### src/irb_pkg.sv
package irb_pkg;

    // ************************************************************
    // Widths
    // ************************************************************
    localparam int PTR_W = 8;
    localparam int DATA_W = 16;
    localparam int BYTE_W = 8;
    localparam int RAW_W = 20;
    localparam int TEMP_W = 14;
    localparam int OPSEL_W = 3;
    localparam int RATE_W = 3;
    localparam int IDX_W = 2;

    // ************************************************************
    // Pointer codes
    // ************************************************************
    localparam logic [PTR_W-1:0] PTR_VOLT = 8'h00;
    localparam logic [PTR_W-1:0] PTR_TEMP = 8'h01;
    localparam logic [PTR_W-1:0] PTR_CFG = 8'h02;
    localparam logic [PTR_W-1:0] PTR_MAKER = 8'hfe;
    localparam logic [PTR_W-1:0] PTR_PART = 8'hff;
    localparam logic [PTR_W-1:0] PTR_RESET = 8'h00;

    // ************************************************************
    // Configuration field layout and reset values
    // ************************************************************
    localparam int CFG_RST_BIT = 15;
    localparam int CFG_OPSEL_LO = 12;
    localparam int CFG_RATE_LO = 9;
    localparam int CFG_EN_BIT = 8;
    localparam int CFG_RDY_BIT = 7;
    localparam logic [OPSEL_W-1:0] OPSEL_RESET = 3'h7;
    localparam logic [OPSEL_W-1:0] OPSEL_OFF = 3'h0;
    localparam logic [RATE_W-1:0] RATE_RESET = 3'h2;
    localparam logic EN_RESET = 1'h0;

    // ************************************************************
    // Result codes, byte reset value and byte counter indices
    // ************************************************************
    localparam logic [DATA_W-1:0] VOLT_MAX = 16'h7fff;
    localparam logic [DATA_W-1:0] VOLT_MIN = 16'h8000;
    localparam logic [DATA_W-1:0] RESULT_RESET = 16'h0000;
    localparam logic [1:0] TEMP_PAD = 2'h0;
    localparam logic [BYTE_W-1:0] BYTE_ZERO = 8'h00;
    localparam logic [IDX_W-1:0] IDX_PTR = 2'h0;
    localparam logic [IDX_W-1:0] IDX_HI = 2'h1;
    localparam logic [IDX_W-1:0] IDX_LO = 2'h2;
    localparam logic [IDX_W-1:0] IDX_DONE = 2'h3;

    // Byte-level requests from the serial front end
    typedef struct packed {
        logic start;
        logic read;
        logic wr_stb;
        logic [BYTE_W-1:0] wr_data;
        logic rd_stb;
    } irb_bus_t;

    // Finished conversion from the measurement sequencer
    typedef struct packed {
        logic done;
        logic signed [RAW_W-1:0] volt_raw;
        logic [TEMP_W-1:0] temp;
    } irb_conv_t;

endpackage

### src/irb_register_bank.sv
`timescale 1ns/1ps
// Operation
// An 8-bit pointer picks the register that answers the next bus access.
// The first data byte of every write loads the pointer.
// The host sets the pointer by a write before reading another register.
// After reset the pointer is zero, selecting the thermopile voltage.
// Pointer 0 is voltage, 1 is ambient temperature, 2 is configuration.
// Pointers FE and FF are read-only maker and part codes.
// The voltage result is 16-bit twos complement at 156.25 nV per count.
// Positive full scale reads 7FFF and negative full scale reads 8000.
// Voltage beyond full scale saturates at those codes, never wraps.
// Writes to the voltage and temperature registers change nothing.
// The 14-bit temperature updates only when a conversion finishes.
// After power-up or software reset the temperature reads zero.
// Temperature sits signed in bits 15:2 with bits 1:0 reading zero.
// The pointer is write-only; reads return the selected register.
// Writing the software reset bit resets all registers at once.
// Ready sets on new results and clears on result read or config write.
// Sixteen-bit registers move as two bytes, high byte first.
module irb_register_bank #(
    parameter logic [15:0] MAKER_CODE = 16'h0a5c, // Arbitrary value
    parameter logic [15:0] PART_CODE = 16'h0123 // Arbitrary value
) (
    input wire logic mclk,
    input wire logic reset_n,
    input irb_pkg::irb_bus_t bus,
    input irb_pkg::irb_conv_t conv,
    output logic [irb_pkg::BYTE_W-1:0] rd_data,
    output logic [irb_pkg::OPSEL_W-1:0] operating_select,
    output logic [irb_pkg::RATE_W-1:0] sample_rate_select,
    output logic result_ready_flag,
    output logic ready_pin_o,
    output logic ready_pin_oe
);
    import irb_pkg::*;

    // ************************************************************
    // State
    // ************************************************************
    logic [PTR_W-1:0] ptr_r;
    logic [PTR_W-1:0] ptr_nxt;
    logic [IDX_W-1:0] idx_r;
    logic [IDX_W-1:0] idx_nxt;
    logic [BYTE_W-1:0] hi_r;
    logic [BYTE_W-1:0] hi_nxt;
    logic [BYTE_W-1:0] rd_r;
    logic [BYTE_W-1:0] rd_nxt;
    logic [BYTE_W-1:0] lo_r;
    logic [BYTE_W-1:0] lo_nxt;
    logic [DATA_W-1:0] volt_r;
    logic [DATA_W-1:0] volt_nxt;
    logic [TEMP_W-1:0] temp_r;
    logic [TEMP_W-1:0] temp_nxt;
    logic [OPSEL_W-1:0] opsel_r;
    logic [OPSEL_W-1:0] opsel_nxt;
    logic [RATE_W-1:0] rate_r;
    logic [RATE_W-1:0] rate_nxt;
    logic en_r;
    logic en_nxt;
    logic rdy_r;
    logic rdy_nxt;

    // ************************************************************
    // Shared decode
    // ************************************************************
    logic [DATA_W-1:0] sel_word;
    logic [DATA_W-1:0] cfg_word;
    logic [DATA_W-1:0] volt_sat;
    logic [DATA_W-1:0] wr_word;
    logic raw_fits;
    logic cfg_commit;
    logic sw_reset;
    logic result_read;
    logic conv_take;

    // Only the third byte commits, so a cut write never half-lands
    always_comb begin
        cfg_commit = bus.wr_stb && idx_r == IDX_LO
            && ptr_r == PTR_CFG;
        sw_reset = cfg_commit && wr_word[CFG_RST_BIT];
        result_read = bus.start && bus.read
            && (ptr_r == PTR_VOLT || ptr_r == PTR_TEMP);
        // Power-down drops results, so stale conversions never land
        conv_take = conv.done && opsel_r != OPSEL_OFF;
    end

    // ************************************************************
    // Read view
    // ************************************************************
    // The reset bit self-clears, so it always reads back as zero
    always_comb begin
        cfg_word = RESULT_RESET;
        cfg_word[CFG_OPSEL_LO +: OPSEL_W] = opsel_r;
        cfg_word[CFG_RATE_LO +: RATE_W] = rate_r;
        cfg_word[CFG_EN_BIT] = en_r;
        cfg_word[CFG_RDY_BIT] = rdy_r;
    end

    // The pointer itself is never a read source
    always_comb begin
        unique case (ptr_r)   // see R5, see R6
            PTR_VOLT: sel_word = volt_r;
            PTR_TEMP: sel_word = {temp_r, TEMP_PAD};
            PTR_CFG: sel_word = cfg_word;
            PTR_MAKER: sel_word = MAKER_CODE;
            PTR_PART: sel_word = PART_CODE;
            default: sel_word = RESULT_RESET;
        endcase
    end

    // ************************************************************
    // Voltage clipping
    // ************************************************************
    // The raw value fits when the result's sign bit and all bits above it agree
    always_comb begin
        raw_fits = (&conv.volt_raw[RAW_W-1:DATA_W-1])
            | ~(|conv.volt_raw[RAW_W-1:DATA_W-1]);
        if (raw_fits) begin
            volt_sat = conv.volt_raw[DATA_W-1:0];
        end else if (conv.volt_raw[RAW_W-1]) begin
            volt_sat = VOLT_MIN;   // see R8
        end else begin
            volt_sat = VOLT_MAX;   // see R8
        end
    end

    assign wr_word = {hi_r, bus.wr_data};

    // ************************************************************
    // Pointer and byte counter
    // ************************************************************
    // Bytes past the third are counted out and ignored
    always_comb begin
        ptr_nxt = ptr_r;
        idx_nxt = idx_r;
        if (bus.start) begin
            idx_nxt = IDX_PTR;
        end
        if (bus.wr_stb) begin
            if (idx_r == IDX_PTR) begin
                ptr_nxt = bus.wr_data;   // see R1
            end
            if (idx_r != IDX_DONE) begin
                idx_nxt = idx_r + 2'h1;
            end
        end
        if (sw_reset) begin
            ptr_nxt = PTR_RESET;
        end
    end

    always_ff @(posedge mclk or negedge reset_n) begin
        if (!reset_n) begin
            ptr_r <= PTR_RESET;
            idx_r <= IDX_PTR;
        end else begin
            ptr_r <= ptr_nxt;
            idx_r <= idx_nxt;
        end
    end

    // ************************************************************
    // Write staging
    // ************************************************************
    always_comb begin
        hi_nxt = hi_r;
        if (bus.wr_stb && idx_r == IDX_HI) begin
            hi_nxt = bus.wr_data;
        end
    end

    always_ff @(posedge mclk or negedge reset_n) begin
        if (!reset_n) begin
            hi_r <= BYTE_ZERO;
        end else begin
            hi_r <= hi_nxt;
        end
    end

    // ************************************************************
    // Read bytes
    // ************************************************************
    // A read snapshots the whole word so both bytes belong together
    always_comb begin
        rd_nxt = rd_r;
        lo_nxt = lo_r;
        if (bus.start && bus.read) begin
            rd_nxt = sel_word[DATA_W-1 -: BYTE_W];
            lo_nxt = sel_word[BYTE_W-1:0];
        end
        if (bus.rd_stb) begin
            rd_nxt = lo_r;
        end
    end

    always_ff @(posedge mclk or negedge reset_n) begin
        if (!reset_n) begin
            rd_r <= BYTE_ZERO;
            lo_r <= BYTE_ZERO;
        end else begin
            rd_r <= rd_nxt;
            lo_r <= lo_nxt;
        end
    end

    // ************************************************************
    // Results
    // ************************************************************
    // Host writes reach these only through software reset, otherwise only finished conversions
    always_comb begin
        volt_nxt = volt_r;
        temp_nxt = temp_r;
        if (conv_take) begin
            volt_nxt = volt_sat;
            temp_nxt = conv.temp;
        end
        if (sw_reset) begin
            volt_nxt = RESULT_RESET;
            temp_nxt = RESULT_RESET[TEMP_W-1:0];
        end
    end

    always_ff @(posedge mclk or negedge reset_n) begin
        if (!reset_n) begin
            volt_r <= RESULT_RESET;
            temp_r <= RESULT_RESET[TEMP_W-1:0];
        end else begin
            volt_r <= volt_nxt;
            temp_r <= temp_nxt;
        end
    end

    // ************************************************************
    // Configuration
    // ************************************************************
    // Reset wins over a field write in the same cycle
    always_comb begin
        opsel_nxt = opsel_r;
        rate_nxt = rate_r;
        en_nxt = en_r;
        if (cfg_commit) begin
            opsel_nxt = wr_word[CFG_OPSEL_LO +: OPSEL_W];
            rate_nxt = wr_word[CFG_RATE_LO +: RATE_W];
            en_nxt = wr_word[CFG_EN_BIT];
        end
        if (sw_reset) begin
            opsel_nxt = OPSEL_RESET;
            rate_nxt = RATE_RESET;
            en_nxt = EN_RESET;
        end
    end

    always_ff @(posedge mclk or negedge reset_n) begin
        if (!reset_n) begin
            opsel_r <= OPSEL_RESET;
            rate_r <= RATE_RESET;
            en_r <= EN_RESET;
        end else begin
            opsel_r <= opsel_nxt;
            rate_r <= rate_nxt;
            en_r <= en_nxt;
        end
    end

    // ************************************************************
    // Ready flag
    // ************************************************************
    // A new result beats a read or config-write clear in the same cycle; software reset still wins over it
    always_comb begin
        rdy_nxt = rdy_r;
        if (result_read || cfg_commit) begin
            rdy_nxt = 1'h0;
        end
        if (conv_take) begin
            rdy_nxt = 1'h1;
        end
        if (sw_reset) begin
            rdy_nxt = 1'h0;
        end
    end

    always_ff @(posedge mclk or negedge reset_n) begin
        if (!reset_n) begin
            rdy_r <= 1'h0;
        end else begin
            rdy_r <= rdy_nxt;
        end
    end

    // ************************************************************
    // Outputs
    // ************************************************************
    assign rd_data = rd_r;
    assign operating_select = opsel_r;
    assign sample_rate_select = rate_r;
    assign result_ready_flag = rdy_r;
    // Open-drain ready pin only ever pulls low
    assign ready_pin_o = 1'h0;
    assign ready_pin_oe = en_r & rdy_r;

endmodule

### config.mk
export PLATFORM = sky130hd
export DESIGN_NAME = irb_register_bank
export DESIGN_NICKNAME = d
export VERILOG_FILES = /design/src/irb_pkg.sv /design/src/irb_register_bank.sv
export SDC_FILE = /design/constraint.sdc
export NUM_CORES = 1
export LEC_CHECK = 0
export BUFFER_PORTS_ARGS = -buffer_cell sky130_fd_sc_hd__buf_2
export CORE_AREA = 2 2 84 86
export DETAILED_ROUTE_END_ITERATION = 6
export DIE_AREA = 0 0 86 88
export PLACE_DENSITY = 0.76
export SYNTH_ARGS = -nofsm -noshare
export SYNTH_HDL_FRONTEND = slang
export SYNTH_SLANG_ARGS = --single-unit
### constraint.sdc
create_clock -name mclk -period 6.02 [get_ports mclk]
set_input_delay 1.806 -clock mclk [delete_from_list [all_inputs] [get_ports mclk]]
set_output_delay 1.806 -clock mclk [all_outputs]
set_load 0.1 [all_outputs]
==> results.txt <==
- P per Cell Area: roughly 550 nW/um^2
* Overall overflow remaining after global route: 0
* Most common cell in the netlist: sky130_fd_sc_hd__dfrtp_1
- Area added between synthesis and finish: 16.86%
* Proportion of layout cells with a drive suffix above 1: 23.72%
- After routing, the total negative slack on setup checks comes to 0 ns.
* Main combinational cell family by area after synthesis: simple AND/OR/NAND/NOR gates
- Flip-flop and latch count after synthesis: just over 70
* Post-DP HPWL: slightly below 6 mm
* Total number of vias: approximately 3000
- Leakage component of the power: 0.001850 uW
- TritonCTS built the clock tree.
- Setup repair bufs after CTS: 0
- Final period demand of the worst path: about 3.2 ns
- For the worst setup path, the data required time is about 6.2 ns.
- Count of endpoints failing setup in the final report: 0
- Headroom to the max-slew limit came out at 33.20%.
- Antenna violations before repair: 0
- Synthesis produced a netlist with a net count of about 420.
* Leading cell types by count after synthesis: 68 x sky130_fd_sc_hd__dfrtp_1, 64 x sky130_fd_sc_hd__nand2_1, 47 x sky130_fd_sc_hd__a21oi_1
* Share of synthesized area spent on multiplexers: under 10%
- Timing startpoint of the critical path: bus[9]
- Routed len/inst: 16.67 um
* Data arrival, critical path: between 3 and 4 ns
* Total Die Area: 7568 sq um
- Max-cap viol count: 0
* Startpoint class of the critical path: input pin
* Source-to-sink clock delay at the later pin of the worst-skew pair: about 0.36 ns
- Number of fill cells: 576
- Type of the tightest min-delay check: reg -> reg
- Number of primary I/O pins: 66
- Avg Vias per Cell: around 5.9
- The clock drives slightly above 70 sinks.
* Width of the die: between 80 and 90 um
* Number of enable-type register cells in the synthesized netlist: 0
- VDD IR max: roughly 0.45 mV
* Number of slew-limit violations in the final report: 0
* Cell with the largest stage delay on the worst path: sky130_fd_sc_hd__nor4_4
* Number of global-route vias before repair: around 2900
* # diodes: 0
* Complex-gate fraction of the synthesized area: between 10% and 20%
- Input and output buffers added on the ports amount to between 60 and 70.
- Dividing the final minimum period by the clock period gives between 50% and 60%.
- The count of nets left with antenna violations once routing finished came out at 0.
* Core region area: between 6000 and 7000 sq um
- RR Startpoint: ptr_r[1]
* CP bufs+invs: 2
* Share of synthesized flip-flops with an asynchronous set or reset: between 90% and 100%
* Wire length of the first global-routing pass: 14.01 mm
* Number of buffers added by the clock tree synthesis step: 9
- Across every metal layer, demand over resource in global routing totals 24.13%.
- YS warnings: 0
* Top cells by area in the synthesized netlist: sky130_fd_sc_hd__dfrtp_1 49%, sky130_fd_sc_hd__nand2_1 6.9%, sky130_fd_sc_hd__a21oi_1 6.8%
- Clock Tree Root: sky130_fd_sc_hd__clkbuf_8
* Worst-path fanout max: 38
* Delay of the slowest cell on the worst path: between 0.5 and 0.6 ns
* Area share of the largest cell type after synthesis: a little under 50%
- WL final: 8.504 mm
- The signal on the critical path passes through buf_2 -> nand4b_1 -> nor4_4 -> and2_1 -> buf_4 -> o21ai_0.
- Post_cts resized: 0
- Drt drc: 0
- Adder-cell area share of the yosys netlist: under 10%
- The synthesized design spends more area on one cell type than any other, namely sky130_fd_sc_hd__dfrtp_1.
- After the last flow step, the layout net total stands at ~480.
- STA classifies the critical path endpoint as a flip-flop.
* Number of DRC markers after the initial detailed-route iteration: ~160
* First-pass DRT Iterations: 6
- Maximum level of the CTS H-tree: 3
- Post-Synthesis Cells: 371
- Clock transition at the registers of the reported paths: 0.07 ns
- For this configuration, the core starts out at a cell density of about 52%.
- Synth unique cells: 48
- The flow ran to the end, and the final reports show no timing, DRC or antenna violations.
- Hold violation total from the final report: 0
* Total standard cell area after synthesis: between 3000 and 4000 sq um
- For this run, the register share of the synthesized area comes to between 50% and 60%.
* Synth Area per Inst: 9.342 sq um
- Entering global routing, the biggest net connects between 40 and 50 pins.
* Simple-gate portion of the synthesized area: a little under 20%
- Start point of the worst min-delay path: lo_r[0]
- Number of hold buffers added after cts: 0
- The kind of cell with the highest combined delay along the critical path is simple AND/OR/NAND/NOR gates.
- The die is between 80 and 90 um tall.
- Most common flop cell mapped by yosys: sky130_fd_sc_hd__dfrtp_1
- The worst setup path is of the in -> reg kind.
* Clk buf depth: 2
- Row generation in the floorplan step produced 30 rows.
* Unrepaired setup endpoints after global routing: no
* Worst clock skew: ~0.0087 ns
- Pin slew with the least headroom to its limit: approximately 1.0 ns
* RD Place Congestion: between 0.8 and 0.9
- Xor and xnor area share after synthesis: 0%
- Timing would allow up to 313.1 MHz.
- Hold is met by between 0.5 and 0.6 ns.
## stage by stage
stage               setup WS [ns]  total power (uW)  std cells  util (%)  cell area [sq um]
global placement            2.533              1716        494     57.14               3796
floorplan                   2.418              1523        371         -               3466
CTS                         2.818              2242        510     60.96               4050
global route                2.679              2382        510     60.96               4050
finish                      2.826              2244        510     60.96               4050
detailed placement          2.451              1752        494     57.14               3796
## path summary, 6_finish.rpt
| check | depth (start not counted) | endpoint | slack [ns] |
|---|---|---|---|
| max | 6 | ptr_r[4] | 2.83 |
| min | 2 | lo_r[0] | 0.51 |
| max reg2reg | 5 | ptr_r[4] | 3.50 |
| min reg2reg | 2 | lo_r[0] | 0.51 |
| max in group asynchronous | 2 | ptr_r[5] | 3.49 |
| min in group asynchronous | 1 | hi_r[5] | 1.61 |
## power breakdown
part | switching [uW] | total [uW] | leakage (uW) | internal (uW)
combinational | 602 | 880 | 0.000856 | 279
sequential | 191 | 876 | 0.000869 | 685
clock | 191 | 488 | 0.000126 | 297
total | 984 | 2240 | 0.00185 | 1260
## logic make-up after synthesis
| kind of cell | count (synthesis) |
|---|---|
| buffers and inverters | 35 |
| adder cells (fa/ha/maj) | 4 |
| AND/OR/NAND/NOR | 144 |
| AO/OA/AOI/OAI | 96 |
| flip-flops | 72 |
| other | 1 |
| multiplexers | 19 |
## per-layer routing
layer	track usage (%)	share of wire (%)	vias to the layer above	wire length, um
met3	3.487	6.0	17	513
met4	11.54	2.1	0	181
met2	38.13	47	117	4017
met5	0	0	-	0
met1	33.01	45	1474	3791
li1	-	-	1412	-
## worst min-delay path: stages, from the launching register on
cell and delay, ns:
sky130_fd_sc_hd__dfrtp_1 0.36, sky130_fd_sc_hd__nand2_1 0.05, sky130_fd_sc_hd__o21ai_1 0.06
## final cells by class
class                   count  area, sq um  area share, %
repair buffers             68        350.3          8.650
flip-flops and latches     72         1807          44.61
clock buffers              11        151.4          3.738
inverters                  10        37.54         0.9268
clock inverters             5        102.6          2.533
multi-input cells         264         1501          37.07
well taps                  80        100.1          2.471
## flip-flops by register name (all words and copies together) (netlist names)
name                cells
result_ready_flag       1
idx_r                   2
ptr_r                   8
en_r                    1
sample_rate_select      3
lo_r                    8
hi_r                    8
temp_r                 14
rd_data                 8
operating_select        3
volt_r                 16
## layout by cell type (no fill, tap or decap), types with 5 or more instances in the layout
cell	Yosys	final
sky130_fd_sc_hd__nor3_1	17	17
sky130_fd_sc_hd__dfrtp_1	68	68
sky130_fd_sc_hd__buf_2	3	64
sky130_fd_sc_hd__clkbuf_8	0	11
sky130_fd_sc_hd__inv_1	9	9
sky130_fd_sc_hd__and2_1	5	5
sky130_fd_sc_hd__mux2_2	11	11
sky130_fd_sc_hd__nor2_1	35	35
sky130_fd_sc_hd__nand2_1	64	64
sky130_fd_sc_hd__o21ai_0	16	16
sky130_fd_sc_hd__mux2i_1	8	8
sky130_fd_sc_hd__a21oi_1	47	47
Power figures use the tool's default switching activity.
